$ cat src/logic/pwm_timer_pkg.sv
// Register map, field positions, reset values and bus carriers of the PWM timer block.
// Assumes an AXI4-Lite master with 8-bit byte addresses and 32-bit data.
package pwm_timer_pkg;

   localparam int ADDR_W = 8;
   localparam int DATA_W = 32;
   localparam int CNT_W = 16;
   localparam int NUM_FLAGS = 5;
   localparam int NUM_CH = 2;

   localparam logic [ADDR_W-1:0] OFS_STATUS = 8'h00;
   localparam logic [ADDR_W-1:0] OFS_IRQ_REQ = 8'h04;
   localparam logic [ADDR_W-1:0] OFS_IRQ_MASK = 8'h08;
   localparam logic [ADDR_W-1:0] OFS_START = 8'h0c;
   localparam logic [ADDR_W-1:0] OFS_CTRL = 8'h10;
   localparam logic [ADDR_W-1:0] OFS_IRQ_EN = 8'h14;
   localparam logic [ADDR_W-1:0] OFS_PERIOD = 8'h18;
   localparam logic [ADDR_W-1:0] OFS_CMP_B = 8'h1c;
   localparam logic [ADDR_W-1:0] OFS_CMP_C = 8'h20;
   localparam logic [ADDR_W-1:0] OFS_CMP_D = 8'h24;
   localparam logic [ADDR_W-1:0] OFS_CNT0 = 8'h28;
   localparam logic [ADDR_W-1:0] OFS_PERIOD1 = 8'h2c;
   localparam logic [ADDR_W-1:0] OFS_CNT1 = 8'h30;

   localparam int STAT_PM_BIT = 0;
   localparam int STAT_B_BIT = 1;
   localparam int STAT_C_BIT = 2;
   localparam int STAT_D_BIT = 3;
   localparam int STAT_WRAP_BIT = 4;
   localparam int IRQ_CH0_BIT = 1;
   localparam int START_CH0_BIT = 0;
   localparam int START_CH1_BIT = 1;
   localparam int START_W = 4;
   localparam int CLR_SEL_LSB = 5;
   localparam int CLR_SEL_W = 3;
   localparam logic [CLR_SEL_W-1:0] CLR_SEL_PERIOD = 3'b001;

   localparam logic IRQ_MASK_RST = 1'b1;
   localparam logic [START_W-1:0] START_RST = 4'h0;
   localparam logic [CLR_SEL_W-1:0] CLR_SEL_RST = 3'h0;
   localparam logic [NUM_FLAGS-1:0] IRQ_EN_RST = 5'h00;
   localparam logic [CNT_W-1:0] CMP_RST = 16'hffff;
   localparam logic [CNT_W-1:0] CNT_MAX = 16'hffff;

   localparam logic [1:0] RESP_OKAY = 2'b00;
   localparam logic [1:0] RESP_SLVERR = 2'b10;

   typedef struct packed {
      logic awvalid;
      logic [ADDR_W-1:0] awaddr;
      logic wvalid;
      logic [DATA_W-1:0] wdata;
      logic [3:0] wstrb;
      logic bready;
      logic arvalid;
      logic [ADDR_W-1:0] araddr;
      logic rready;
   } axil_req_t;

   typedef struct packed {
      logic awready;
      logic wready;
      logic bvalid;
      logic [1:0] bresp;
      logic arready;
      logic rvalid;
      logic [DATA_W-1:0] rdata;
      logic [1:0] rresp;
   } axil_rsp_t;

   typedef struct packed {
      logic [CNT_W-1:0] value;
      logic period_hit;
      logic wrap;
   } cnt_stat_t;

endpackage

$ cat src/logic/timer_counter.sv
// Up counter of one timer channel with run control, period clear and software load.
// Assumes the count source is the block clock itself.
`timescale 1ns/1ps
module timer_counter (
   input wire logic clk,
   input wire logic srst,
   input wire logic run,
   input wire logic clear_on_period,
   input wire logic [pwm_timer_pkg::CNT_W-1:0] period,
   input wire logic load_en,
   input wire logic [pwm_timer_pkg::CNT_W-1:0] load_val,
   output pwm_timer_pkg::cnt_stat_t stat
);
   typedef struct packed {
      logic [pwm_timer_pkg::CNT_W-1:0] value;
   } cnt_state_t;

   cnt_state_t s_r;
   cnt_state_t s_nxt;
   logic hit;
   logic clr;

   assign hit = run && (s_r.value == period);
   assign clr = hit && clear_on_period;
   assign stat.value = s_r.value;
   assign stat.period_hit = hit;
   assign stat.wrap = run && !clr && (s_r.value == pwm_timer_pkg::CNT_MAX);

   always_comb begin
      s_nxt = s_r;
      if (load_en) begin
         s_nxt.value = load_val;
      end else if (clr) begin
         s_nxt.value = '0;
      end else if (run) begin
         s_nxt.value = s_r.value + 16'h0001;
      end
   end

   always_ff @(posedge clk) begin
      if (srst) begin
         s_r <= '0;
      end else begin
         s_r <= s_nxt;
      end
   end
endmodule // timer_counter

$ cat src/logic/status_flags.sv
// Sticky status flags cleared only by a read of the register followed by a write of zero.
// Assumes rd marks the cycle a read of the status register is accepted.
`timescale 1ns/1ps
module status_flags (
   input wire logic clk,
   input wire logic srst,
   input wire logic [pwm_timer_pkg::NUM_FLAGS-1:0] set,
   input wire logic rd,
   input wire logic wr,
   input wire logic [pwm_timer_pkg::NUM_FLAGS-1:0] wr_data,
   output logic [pwm_timer_pkg::NUM_FLAGS-1:0] flags
);
   typedef struct packed {
      logic [pwm_timer_pkg::NUM_FLAGS-1:0] flags;
      logic [pwm_timer_pkg::NUM_FLAGS-1:0] armed;
   } flag_state_t;

   flag_state_t s_r;
   flag_state_t s_nxt;
   logic [pwm_timer_pkg::NUM_FLAGS-1:0] clr;

   genvar i;
   generate
      for (i = 0; i < pwm_timer_pkg::NUM_FLAGS; i++) begin : g_bit
         assign clr[i] = wr && s_r.armed[i] && !wr_data[i];
      end
   endgenerate

   assign flags = s_r.flags;

   always_comb begin
      s_nxt = s_r;
      s_nxt.flags = set | (s_r.flags & ~clr);
      if (wr) begin
         s_nxt.armed = '0;
      end else if (rd) begin
         s_nxt.armed = s_r.flags;
      end
   end

   always_ff @(posedge clk) begin
      if (srst) begin
         s_r <= '0;
      end else begin
         s_r <= s_nxt;
      end
   end
endmodule // status_flags

$ cat src/logic/pwm_timer_match_irq.sv
// Start control, compare-match flags and channel interrupt of a two-channel 16-bit timer.
// Assumes an AXI4-Lite master on clk and a level-sensitive interrupt controller.
//
// Operation
// - Period match flag, status bit 0, sets when counter equals the period register.
// - Period match flag clears only by reading status, then writing zero to it.
// - Status holds overflow at bit 4, match flags D..A at bits 3..0, 7..5 zero.
// - Channel 0 request flag, bit 1, reads one while a request is pending.
// - Channel 0 mask bit 1: zero enables interrupt servicing, one disables it.
// - Start bit 0 runs channel 0 counter, bit 1 runs channel 1.
// - Clear select 001 resets the channel 0 counter to zero on a period match; channel 1 always clears on its period match.
// - Enable bit 0 lets the period match flag raise the channel request.
`timescale 1ns/1ps
module pwm_timer_match_irq (
   input wire logic clk,
   input wire logic srst,
   input pwm_timer_pkg::axil_req_t axi_req,
   output pwm_timer_pkg::axil_rsp_t axi_rsp,
   output logic irq
);
   typedef struct packed {
      pwm_timer_pkg::axil_rsp_t rsp;
      logic aw_held;
      logic [pwm_timer_pkg::ADDR_W-1:0] awaddr;
      logic w_held;
      logic [pwm_timer_pkg::DATA_W-1:0] wdata;
      logic [3:0] wstrb;
      logic irq_req;
      logic irq_mask;
      logic [pwm_timer_pkg::START_W-1:0] start;
      logic [pwm_timer_pkg::CLR_SEL_W-1:0] clear_sel;
      logic [pwm_timer_pkg::NUM_FLAGS-1:0] irq_en;
      logic [pwm_timer_pkg::CNT_W-1:0] period;
      logic [pwm_timer_pkg::CNT_W-1:0] cmp_b;
      logic [pwm_timer_pkg::CNT_W-1:0] cmp_c;
      logic [pwm_timer_pkg::CNT_W-1:0] cmp_d;
      logic [pwm_timer_pkg::CNT_W-1:0] period1;
      logic irq;
   } top_state_t;

   top_state_t s_r;
   top_state_t s_nxt;

   pwm_timer_pkg::cnt_stat_t cnt0;
   pwm_timer_pkg::cnt_stat_t cnt1;
   pwm_timer_pkg::cnt_stat_t cnt_stat [pwm_timer_pkg::NUM_CH];
   logic [pwm_timer_pkg::NUM_CH-1:0] ch_run;
   logic [pwm_timer_pkg::NUM_CH-1:0] ch_clear;
   logic [pwm_timer_pkg::NUM_CH-1:0] ch_load;
   logic [pwm_timer_pkg::CNT_W-1:0] ch_period [pwm_timer_pkg::NUM_CH];
   logic [pwm_timer_pkg::CNT_W-1:0] cmp_val [pwm_timer_pkg::STAT_B_BIT:pwm_timer_pkg::STAT_D_BIT];
   logic [pwm_timer_pkg::NUM_FLAGS-1:0] flag_set;
   logic [pwm_timer_pkg::NUM_FLAGS-1:0] flags;
   logic run0;
   logic run1;
   logic do_write;
   logic do_read;
   logic wr_lo;
   logic wr_hi;
   logic stat_rd;
   logic stat_wr;
   logic ld0;
   logic ld1;
   logic irq_event;
   logic [pwm_timer_pkg::CNT_W-1:0] wdata16;
   logic [pwm_timer_pkg::DATA_W-1:0] rd_word;
   logic rd_hit;
   logic wr_hit;

   assign run0 = s_r.start[pwm_timer_pkg::START_CH0_BIT];
   assign run1 = s_r.start[pwm_timer_pkg::START_CH1_BIT];

   assign do_write = s_r.aw_held && s_r.w_held && !s_r.rsp.bvalid;
   assign do_read = axi_req.arvalid && s_r.rsp.arready;
   assign wr_lo = do_write && s_r.wstrb[0];
   assign wr_hi = do_write && s_r.wstrb[1];
   assign wdata16 = s_r.wdata[pwm_timer_pkg::CNT_W-1:0];
   assign stat_rd = do_read && (axi_req.araddr == pwm_timer_pkg::OFS_STATUS);
   assign stat_wr = wr_lo && (s_r.awaddr == pwm_timer_pkg::OFS_STATUS);
   assign ld0 = wr_lo && wr_hi && (s_r.awaddr == pwm_timer_pkg::OFS_CNT0);
   assign ld1 = wr_lo && wr_hi && (s_r.awaddr == pwm_timer_pkg::OFS_CNT1);

   // Per-channel run, clear mode, period and load each feed one counter.
   assign ch_run = {run1, run0};
   assign ch_clear = {1'b1, s_r.clear_sel == pwm_timer_pkg::CLR_SEL_PERIOD};
   assign ch_load = {ld1, ld0};
   assign ch_period[0] = s_r.period;
   assign ch_period[1] = s_r.period1;
   assign cnt0 = cnt_stat[0];
   assign cnt1 = cnt_stat[1];

   genvar ch;
   generate
      for (ch = 0; ch < pwm_timer_pkg::NUM_CH; ch++) begin : g_ch
         timer_counter u_cnt (
            .clk(clk),
            .srst(srst),
            .run(ch_run[ch]),
            .clear_on_period(ch_clear[ch]),
            .period(ch_period[ch]),
            .load_en(ch_load[ch]),
            .load_val(wdata16),
            .stat(cnt_stat[ch])
         );
      end
   endgenerate

   // Match and wrap events of channel 0 that set the status flags.
   assign cmp_val[pwm_timer_pkg::STAT_B_BIT] = s_r.cmp_b;
   assign cmp_val[pwm_timer_pkg::STAT_C_BIT] = s_r.cmp_c;
   assign cmp_val[pwm_timer_pkg::STAT_D_BIT] = s_r.cmp_d;
   assign flag_set[pwm_timer_pkg::STAT_PM_BIT] = cnt0.period_hit;
   assign flag_set[pwm_timer_pkg::STAT_WRAP_BIT] = cnt0.wrap;

   genvar cm;
   generate
      for (cm = pwm_timer_pkg::STAT_B_BIT; cm <= pwm_timer_pkg::STAT_D_BIT; cm++) begin : g_cmp
         assign flag_set[cm] = run0 && (cnt0.value == cmp_val[cm]);
      end
   endgenerate

   // Sticky status flags with the read-then-write-zero clear.
   status_flags u_flags (
      .clk(clk),
      .srst(srst),
      .set(flag_set),
      .rd(stat_rd),
      .wr(stat_wr),
      .wr_data(s_r.wdata[pwm_timer_pkg::NUM_FLAGS-1:0]),
      .flags(flags)
   );

   assign irq_event = |(flag_set & s_r.irq_en);

   // Read data decode for the address offered on the read channel.
   always_comb begin
      rd_word = '0;
      rd_hit = 1'b1;
      unique case (axi_req.araddr)
         pwm_timer_pkg::OFS_STATUS: begin
            rd_word[pwm_timer_pkg::NUM_FLAGS-1:0] = flags;
         end
         pwm_timer_pkg::OFS_IRQ_REQ: begin
            rd_word[pwm_timer_pkg::IRQ_CH0_BIT] = s_r.irq_req;
         end
         pwm_timer_pkg::OFS_IRQ_MASK: begin
            rd_word[pwm_timer_pkg::IRQ_CH0_BIT] = s_r.irq_mask;
         end
         pwm_timer_pkg::OFS_START: begin
            rd_word[pwm_timer_pkg::START_W-1:0] = s_r.start;
         end
         pwm_timer_pkg::OFS_CTRL: begin
            rd_word[pwm_timer_pkg::CLR_SEL_LSB +: pwm_timer_pkg::CLR_SEL_W] = s_r.clear_sel;
         end
         pwm_timer_pkg::OFS_IRQ_EN: begin
            rd_word[pwm_timer_pkg::NUM_FLAGS-1:0] = s_r.irq_en;
         end
         pwm_timer_pkg::OFS_PERIOD: begin
            rd_word[pwm_timer_pkg::CNT_W-1:0] = s_r.period;
         end
         pwm_timer_pkg::OFS_CMP_B: begin
            rd_word[pwm_timer_pkg::CNT_W-1:0] = s_r.cmp_b;
         end
         pwm_timer_pkg::OFS_CMP_C: begin
            rd_word[pwm_timer_pkg::CNT_W-1:0] = s_r.cmp_c;
         end
         pwm_timer_pkg::OFS_CMP_D: begin
            rd_word[pwm_timer_pkg::CNT_W-1:0] = s_r.cmp_d;
         end
         pwm_timer_pkg::OFS_CNT0: begin
            rd_word[pwm_timer_pkg::CNT_W-1:0] = cnt0.value;
         end
         pwm_timer_pkg::OFS_PERIOD1: begin
            rd_word[pwm_timer_pkg::CNT_W-1:0] = s_r.period1;
         end
         pwm_timer_pkg::OFS_CNT1: begin
            rd_word[pwm_timer_pkg::CNT_W-1:0] = cnt1.value;
         end
         default: begin
            rd_hit = 1'b0;
         end
      endcase
   end

   // Write address decode that picks the response code.
   always_comb begin
      wr_hit = 1'b1;
      unique case (s_r.awaddr)
         pwm_timer_pkg::OFS_STATUS,
         pwm_timer_pkg::OFS_IRQ_REQ,
         pwm_timer_pkg::OFS_IRQ_MASK,
         pwm_timer_pkg::OFS_START,
         pwm_timer_pkg::OFS_CTRL,
         pwm_timer_pkg::OFS_IRQ_EN,
         pwm_timer_pkg::OFS_PERIOD,
         pwm_timer_pkg::OFS_CMP_B,
         pwm_timer_pkg::OFS_CMP_C,
         pwm_timer_pkg::OFS_CMP_D,
         pwm_timer_pkg::OFS_CNT0,
         pwm_timer_pkg::OFS_PERIOD1,
         pwm_timer_pkg::OFS_CNT1: begin
            wr_hit = 1'b1;
         end
         default: begin
            wr_hit = 1'b0;
         end
      endcase
   end

   always_comb begin
      s_nxt = s_r;

      // Write address and data are captured independently, then applied together.
      if (axi_req.awvalid && s_r.rsp.awready) begin
         s_nxt.aw_held = 1'b1;
         s_nxt.awaddr = axi_req.awaddr;
      end
      if (axi_req.wvalid && s_r.rsp.wready) begin
         s_nxt.w_held = 1'b1;
         s_nxt.wdata = axi_req.wdata;
         s_nxt.wstrb = axi_req.wstrb;
      end
      if (s_r.rsp.bvalid && axi_req.bready) begin
         s_nxt.rsp.bvalid = 1'b0;
      end

      if (do_write) begin
         s_nxt.aw_held = 1'b0;
         s_nxt.w_held = 1'b0;
         s_nxt.rsp.bvalid = 1'b1;
         s_nxt.rsp.bresp = wr_hit ? pwm_timer_pkg::RESP_OKAY : pwm_timer_pkg::RESP_SLVERR;
         if (wr_lo) begin
            unique case (s_r.awaddr)
               pwm_timer_pkg::OFS_IRQ_MASK: begin
                  s_nxt.irq_mask = s_r.wdata[pwm_timer_pkg::IRQ_CH0_BIT];
               end
               pwm_timer_pkg::OFS_START: begin
                  s_nxt.start = s_r.wdata[pwm_timer_pkg::START_W-1:0];
               end
               pwm_timer_pkg::OFS_CTRL: begin
                  s_nxt.clear_sel =
                     s_r.wdata[pwm_timer_pkg::CLR_SEL_LSB +: pwm_timer_pkg::CLR_SEL_W];
               end
               pwm_timer_pkg::OFS_IRQ_EN: begin
                  s_nxt.irq_en = s_r.wdata[pwm_timer_pkg::NUM_FLAGS-1:0];
               end
               default: begin
               end
            endcase
         end
         if (wr_lo && wr_hi) begin
            unique case (s_r.awaddr)
               pwm_timer_pkg::OFS_PERIOD: begin
                  s_nxt.period = wdata16;
               end
               pwm_timer_pkg::OFS_CMP_B: begin
                  s_nxt.cmp_b = wdata16;
               end
               pwm_timer_pkg::OFS_CMP_C: begin
                  s_nxt.cmp_c = wdata16;
               end
               pwm_timer_pkg::OFS_CMP_D: begin
                  s_nxt.cmp_d = wdata16;
               end
               pwm_timer_pkg::OFS_PERIOD1: begin
                  s_nxt.period1 = wdata16;
               end
               default: begin
               end
            endcase
         end
      end

      // Request flag: writing one clears it, a new event in the same cycle wins.
      if (wr_lo && (s_r.awaddr == pwm_timer_pkg::OFS_IRQ_REQ)
          && s_r.wdata[pwm_timer_pkg::IRQ_CH0_BIT]) begin
         s_nxt.irq_req = 1'b0;
      end
      if (irq_event) begin
         s_nxt.irq_req = 1'b1;
      end

      s_nxt.rsp.awready = !s_nxt.aw_held && !s_nxt.rsp.bvalid;
      s_nxt.rsp.wready = !s_nxt.w_held && !s_nxt.rsp.bvalid;

      // Read channel: one read at a time, answered in the cycle after acceptance.
      if (s_r.rsp.rvalid && axi_req.rready) begin
         s_nxt.rsp.rvalid = 1'b0;
         s_nxt.rsp.arready = 1'b1;
      end
      if (do_read) begin
         s_nxt.rsp.arready = 1'b0;
         s_nxt.rsp.rvalid = 1'b1;
         s_nxt.rsp.rdata = rd_word;
         s_nxt.rsp.rresp = rd_hit ? pwm_timer_pkg::RESP_OKAY : pwm_timer_pkg::RESP_SLVERR;
      end

      s_nxt.irq = s_nxt.irq_req && !s_nxt.irq_mask;
   end

   // Registers all state; reset loads the register defaults.
   always_ff @(posedge clk) begin
      if (srst) begin
         s_r <= '0;
         s_r.rsp.awready <= 1'b1;
         s_r.rsp.wready <= 1'b1;
         s_r.rsp.arready <= 1'b1;
         s_r.irq_mask <= pwm_timer_pkg::IRQ_MASK_RST;
         s_r.start <= pwm_timer_pkg::START_RST;
         s_r.clear_sel <= pwm_timer_pkg::CLR_SEL_RST;
         s_r.irq_en <= pwm_timer_pkg::IRQ_EN_RST;
         s_r.period <= pwm_timer_pkg::CMP_RST;
         s_r.cmp_b <= pwm_timer_pkg::CMP_RST;
         s_r.cmp_c <= pwm_timer_pkg::CMP_RST;
         s_r.cmp_d <= pwm_timer_pkg::CMP_RST;
         s_r.period1 <= pwm_timer_pkg::CMP_RST;
      end else begin
         s_r <= s_nxt;
      end
   end

   assign axi_rsp = s_r.rsp;
   assign irq = s_r.irq;

endmodule // pwm_timer_match_irq

$ cat config.mk
export PLATFORM = sky130hd
export DESIGN_NAME = pwm_timer_match_irq
export DESIGN_NICKNAME = d
export VERILOG_FILES = /design/src/logic/pwm_timer_pkg.sv /design/src/logic/timer_counter.sv /design/src/logic/status_flags.sv /design/src/logic/pwm_timer_match_irq.sv
export SDC_FILE = /design/constraint.sdc
export NUM_CORES = 1
export LEC_CHECK = 0
export ABC_AREA = 1
export BUFFER_PORTS_ARGS = -buffer_cell sky130_fd_sc_hd__buf_2
export CAP_MARGIN = 20
export CORE_MARGIN = 8
export CORE_UTILIZATION = 50
export CTS_CLUSTER_SIZE = 14
export DETAILED_ROUTE_END_ITERATION = 8
export PLACE_DENSITY_LB_ADDON = 0.1
export SLEW_MARGIN = 40
export SYNTH_ARGS = -nofsm -noshare
export SYNTH_HDL_FRONTEND = slang
export SYNTH_SLANG_ARGS = --single-unit
$ cat constraint.sdc
create_clock -name clk -period 2.6 [get_ports clk]
set_input_delay 0.13 -clock clk [delete_from_list [all_inputs] [get_ports clk]]
set_output_delay 0.13 -clock clk [all_outputs]
set_load 0.05 [all_outputs]
==> key figures <==
Timing
  – Hold Fails Final Rpt: 0
  – Tmin final: 2.15 ns
  – Crit share post-route: 82.6%
  – Setup violators final: 0
  – Max Slew Vio Count: 0
  – Setup TNS: 0 ns
  – Layout Skew: 0.0156 ns
  – Maximum clock rate: 466 MHz
  – Max-slew headroom: 52.0%
  – Worst Tran Pin Value: 0.714 ns
  – Unrepaired setup endpoints after global routing: no

Power and ir drop
  – Pwr Density: 527 nW/um^2
  – Flop pwr share: 48.8%
  – Total chip power: 6.13 mW
  – Sw frac: 29.0%
  – Clock group share of total power: 42.7%
  – Total leakage power: 5.38 nW
  – Maximum VDD drop: 0.386 mV
  – Pint: 4.35 mW
  – Psw: 1.78 mW
  – Combinational power share: 8.5%

Drt
  – Avg Vias per Cell: 5.63
  – Antenna Nets Post-Route: 0
  – DR pass1 iterations: 5
  – Routed WL: 34.7 mm
  – # DRC: 0
  – Initial DRC Count: 974
  – DR vias: 10289
  – WL/cell: 19.0 um

Worst setup path
  – R2r setup slk: 0.45 ns
  – Worst flop-to-flop path startpoint: s_r[131]$_SDFF_PP0_
  – Setup Crit Path Kind: reg -> reg
  – Worst-case reg-to-reg path depth: 8
  – CP Launch Type: register
  – Critical path peak fanout: 20
  – CP Capture Type: register
  – Crit path required time: 2.92 ns
  – Critical path arrival: 2.46 ns
  – RR Endpoint: cmp_val[22]$_SDFFE_PP1P_

Global routing
  – Global route overflow: 0
  – Total global-route track usage: 26.0%
  – Vias in the first global route: 9312
  – Pin count of the biggest net entering global routing: 64
  – Initial antenna violation count: 0
  – First-pass GRT wire length: 53.2 mm

Clock tree
  – CTS H-tree depth: 4
  – Worst skew pair latency: 0.45 ns
  – Worst-path clk slew: 0.08 ns
  – CTS tree: yes
  – Clock Path Buffers: 2
  – Cts bufs inserted: 17
  – Clk sinks: 189
  – CTS resizes: 0
  – Post-CTS Setup Bufs: 0
  – Root Driver: clkbuf_16
  – CTS Hold Bufs: 11

Die
  – Initial Util: 50.9%
  – Die H: 162 um
  – DIE AREA: 26300 um^2
  – Die width: 162 um
  – Core area: 21000 um^2
  – Row count: 53
  – I/O pins: 101

Yosys
  – Post-synthesis area per instance: 7.04 um^2
  – Syn Inst Count: 1519
  – Yosys warnings: 0
  – Register area share after synthesis: 35.4%
  – Post-Syn Area: 10700 um^2
  – Number of distinct library cells after synthesis: 50
  – Synthesis-stage register bit count: 189

Layout
  – Final Instance Area: 11600 um^2
  – Nets@finish: 1600
  – Most frequent cells in the layout: nand2_1 (337), dfxtp_1 (189), inv_1 (155), nor2_1 (131), a21oi_1 (89)
  – Share of cells above drive strength 1: 15.7%
  – Most common cell after layout, fill and taps aside: nand2_1
  – Area Growth Syn to Fin: 8.72%
  – Fillers: 2070
  – N_diodes: 0

Outcome
  – Status: completed

Hold path
  – Hold Crit Endpoint: s_r[109]$_SDFFE_PP0P_
  – Hold path depth: 3
  – Worst hold path class: in -> reg
  – Worst Hold Launch: axi_req[25]

Place
  – GP Congestion: 0.959
  – Area after DPL: 10900 um^2
  – Port bufs: 64
  – HPWL Detailed: 25.4 mm

Run
  – Max_cap viols: 0
cell families (layout without fill, tap and decap cells):
logic type / Yosys count / in the layout / share of synthesized area [%]
AND/OR/NAND/NOR: 630 / 630 / 27.4
other: 1 / 18 / 0.0351
flip-flops: 189 / 189 / 35.4
adder cells (fa/ha/maj): 2 / 2 / 0.234
XOR/XNOR: 31 / 31 / 2.54
buffers and inverters: 314 / 330 / 13.4
AO/OA/AOI/OAI: 352 / 352 / 21.0
final cells by class:
| class | count | area (um^2) | share of cell area, % |
|---|---|---|---|
| Clock inverter | 14 | 153 | 1.31 |
| Multi-Input combinational cell | 1033 | 5550 | 47.7 |
| Clock buffer | 18 | 429 | 3.69 |
| Timing Repair Buffer | 94 | 602 | 5.18 |
| Inverter | 204 | 767 | 6.60 |
| Sequential cell | 189 | 3780 | 32.5 |
| Tap cell | 275 | 344 | 2.96 |
cell usage after synthesis, drive strengths merged:
library cell	count	area [um^2]
nand4	42	278
o211a	1	10.0
nand3b	4	30.0
nand3	54	373
o31ai	4	30.0
buf	75	534
or2	3	18.8
xor2	20	175
clkinv	4	15.0
a31oi	1	6.26
nor4	1	6.26
o211ai	81	608
nor3	30	185
ha	2	25.0
a21boi	1	7.51
nor2	149	668
conb	1	3.75
nand2	345	1340
o21ai	86	430
a311oi	1	8.76
xnor2	11	96.3
dfxtp	189	3780
nor3b	2	26.3
o22ai	63	494
a21oi	103	568
o2111ai	2	17.5
a211oi	9	67.6
clkbuf	35	133
inv	200	751
power groups by stage:
| stage | clock network, mW | registers [mW] | logic, mW |
|---|---|---|---|
| floorplan | 0 | 3.05 | 0.362 |
| detailed placement | 0 | 3.06 | 0.503 |
| CTS | 2.65 | 2.99 | 0.517 |
| global placement | 0 | 3.06 | 0.498 |
| finish | 2.62 | 2.99 | 0.518 |
| global route | 2.76 | 3.00 | 0.555 |
metal layers:
layer	part of all wire (%)	up-vias	global-route usage, %	wire (um)
met5	0	-	0	0
met4	5.1	0	14.4	1760
met3	7.0	91	4.53	2440
met2	44	404	39.4	15300
met1	44	4770	34.5	15200
li1	-	5024	-	-
registers in the layout, summed over array words and instances, names as in the netlist, named ones only:
name            count
u_flags.flags       5
u_flags.s_r         5
ch_period          32
axi_rsp            23
g_ch.u_cnt.s_r     32
irq                 1
s_r                40
ch_run              2
cmp_val            48
stage by stage:
step / worst slack [ns] / hold WS [ns] / std cells / utilization, %
after floorplan: 1.04 / 0.289 / 1536 / -
after global placement: 0.579 / 0.387 / 1784 / 52.0
after detailed placement: 0.556 / 0.395 / 1784 / 52.0
after CTS: 0.527 / 0.00900 / 1827 / 55.3
after global routing: 0.305 / 0.0139 / 1827 / 55.3
final: 0.453 / 0.0133 / 1827 / 55.3
worst max-delay path, stage by stage, from the launching register on:
cell      delay [ns]
dfxtp_1         0.34
nand2_1         0.09
nor2_4          0.19
nand2_4         0.14
nor2_1          0.33
nand2_1         0.40
buf_4           0.35
nand2_1         0.09
o211ai_1        0.08
worst max path at each step:
stage                                            from                                 end  slack [ns]  depth (start not counted)
floorplan           g_ch[0].u_cnt.s_r[1]$_SDFFE_PP0P_  g_ch[0].u_cnt.s_r[12]$_SDFFE_PP0P_        1.04                          9
global placement                  s_r[140]$_SDFF_PP0_            cmp_val[27]$_SDFFE_PP1P_        0.58                          8
detailed placement                s_r[131]$_SDFF_PP0_            cmp_val[20]$_SDFFE_PP1P_        0.56                          8
CTS                               s_r[131]$_SDFF_PP0_            cmp_val[22]$_SDFFE_PP1P_        0.53                          8
global route                      s_r[131]$_SDFF_PP0_            cmp_val[29]$_SDFFE_PP1P_        0.31                          8
finish                            s_r[131]$_SDFF_PP0_            cmp_val[22]$_SDFFE_PP1P_        0.45                          8
Note: power is estimated with default switching activity, not from simulation.
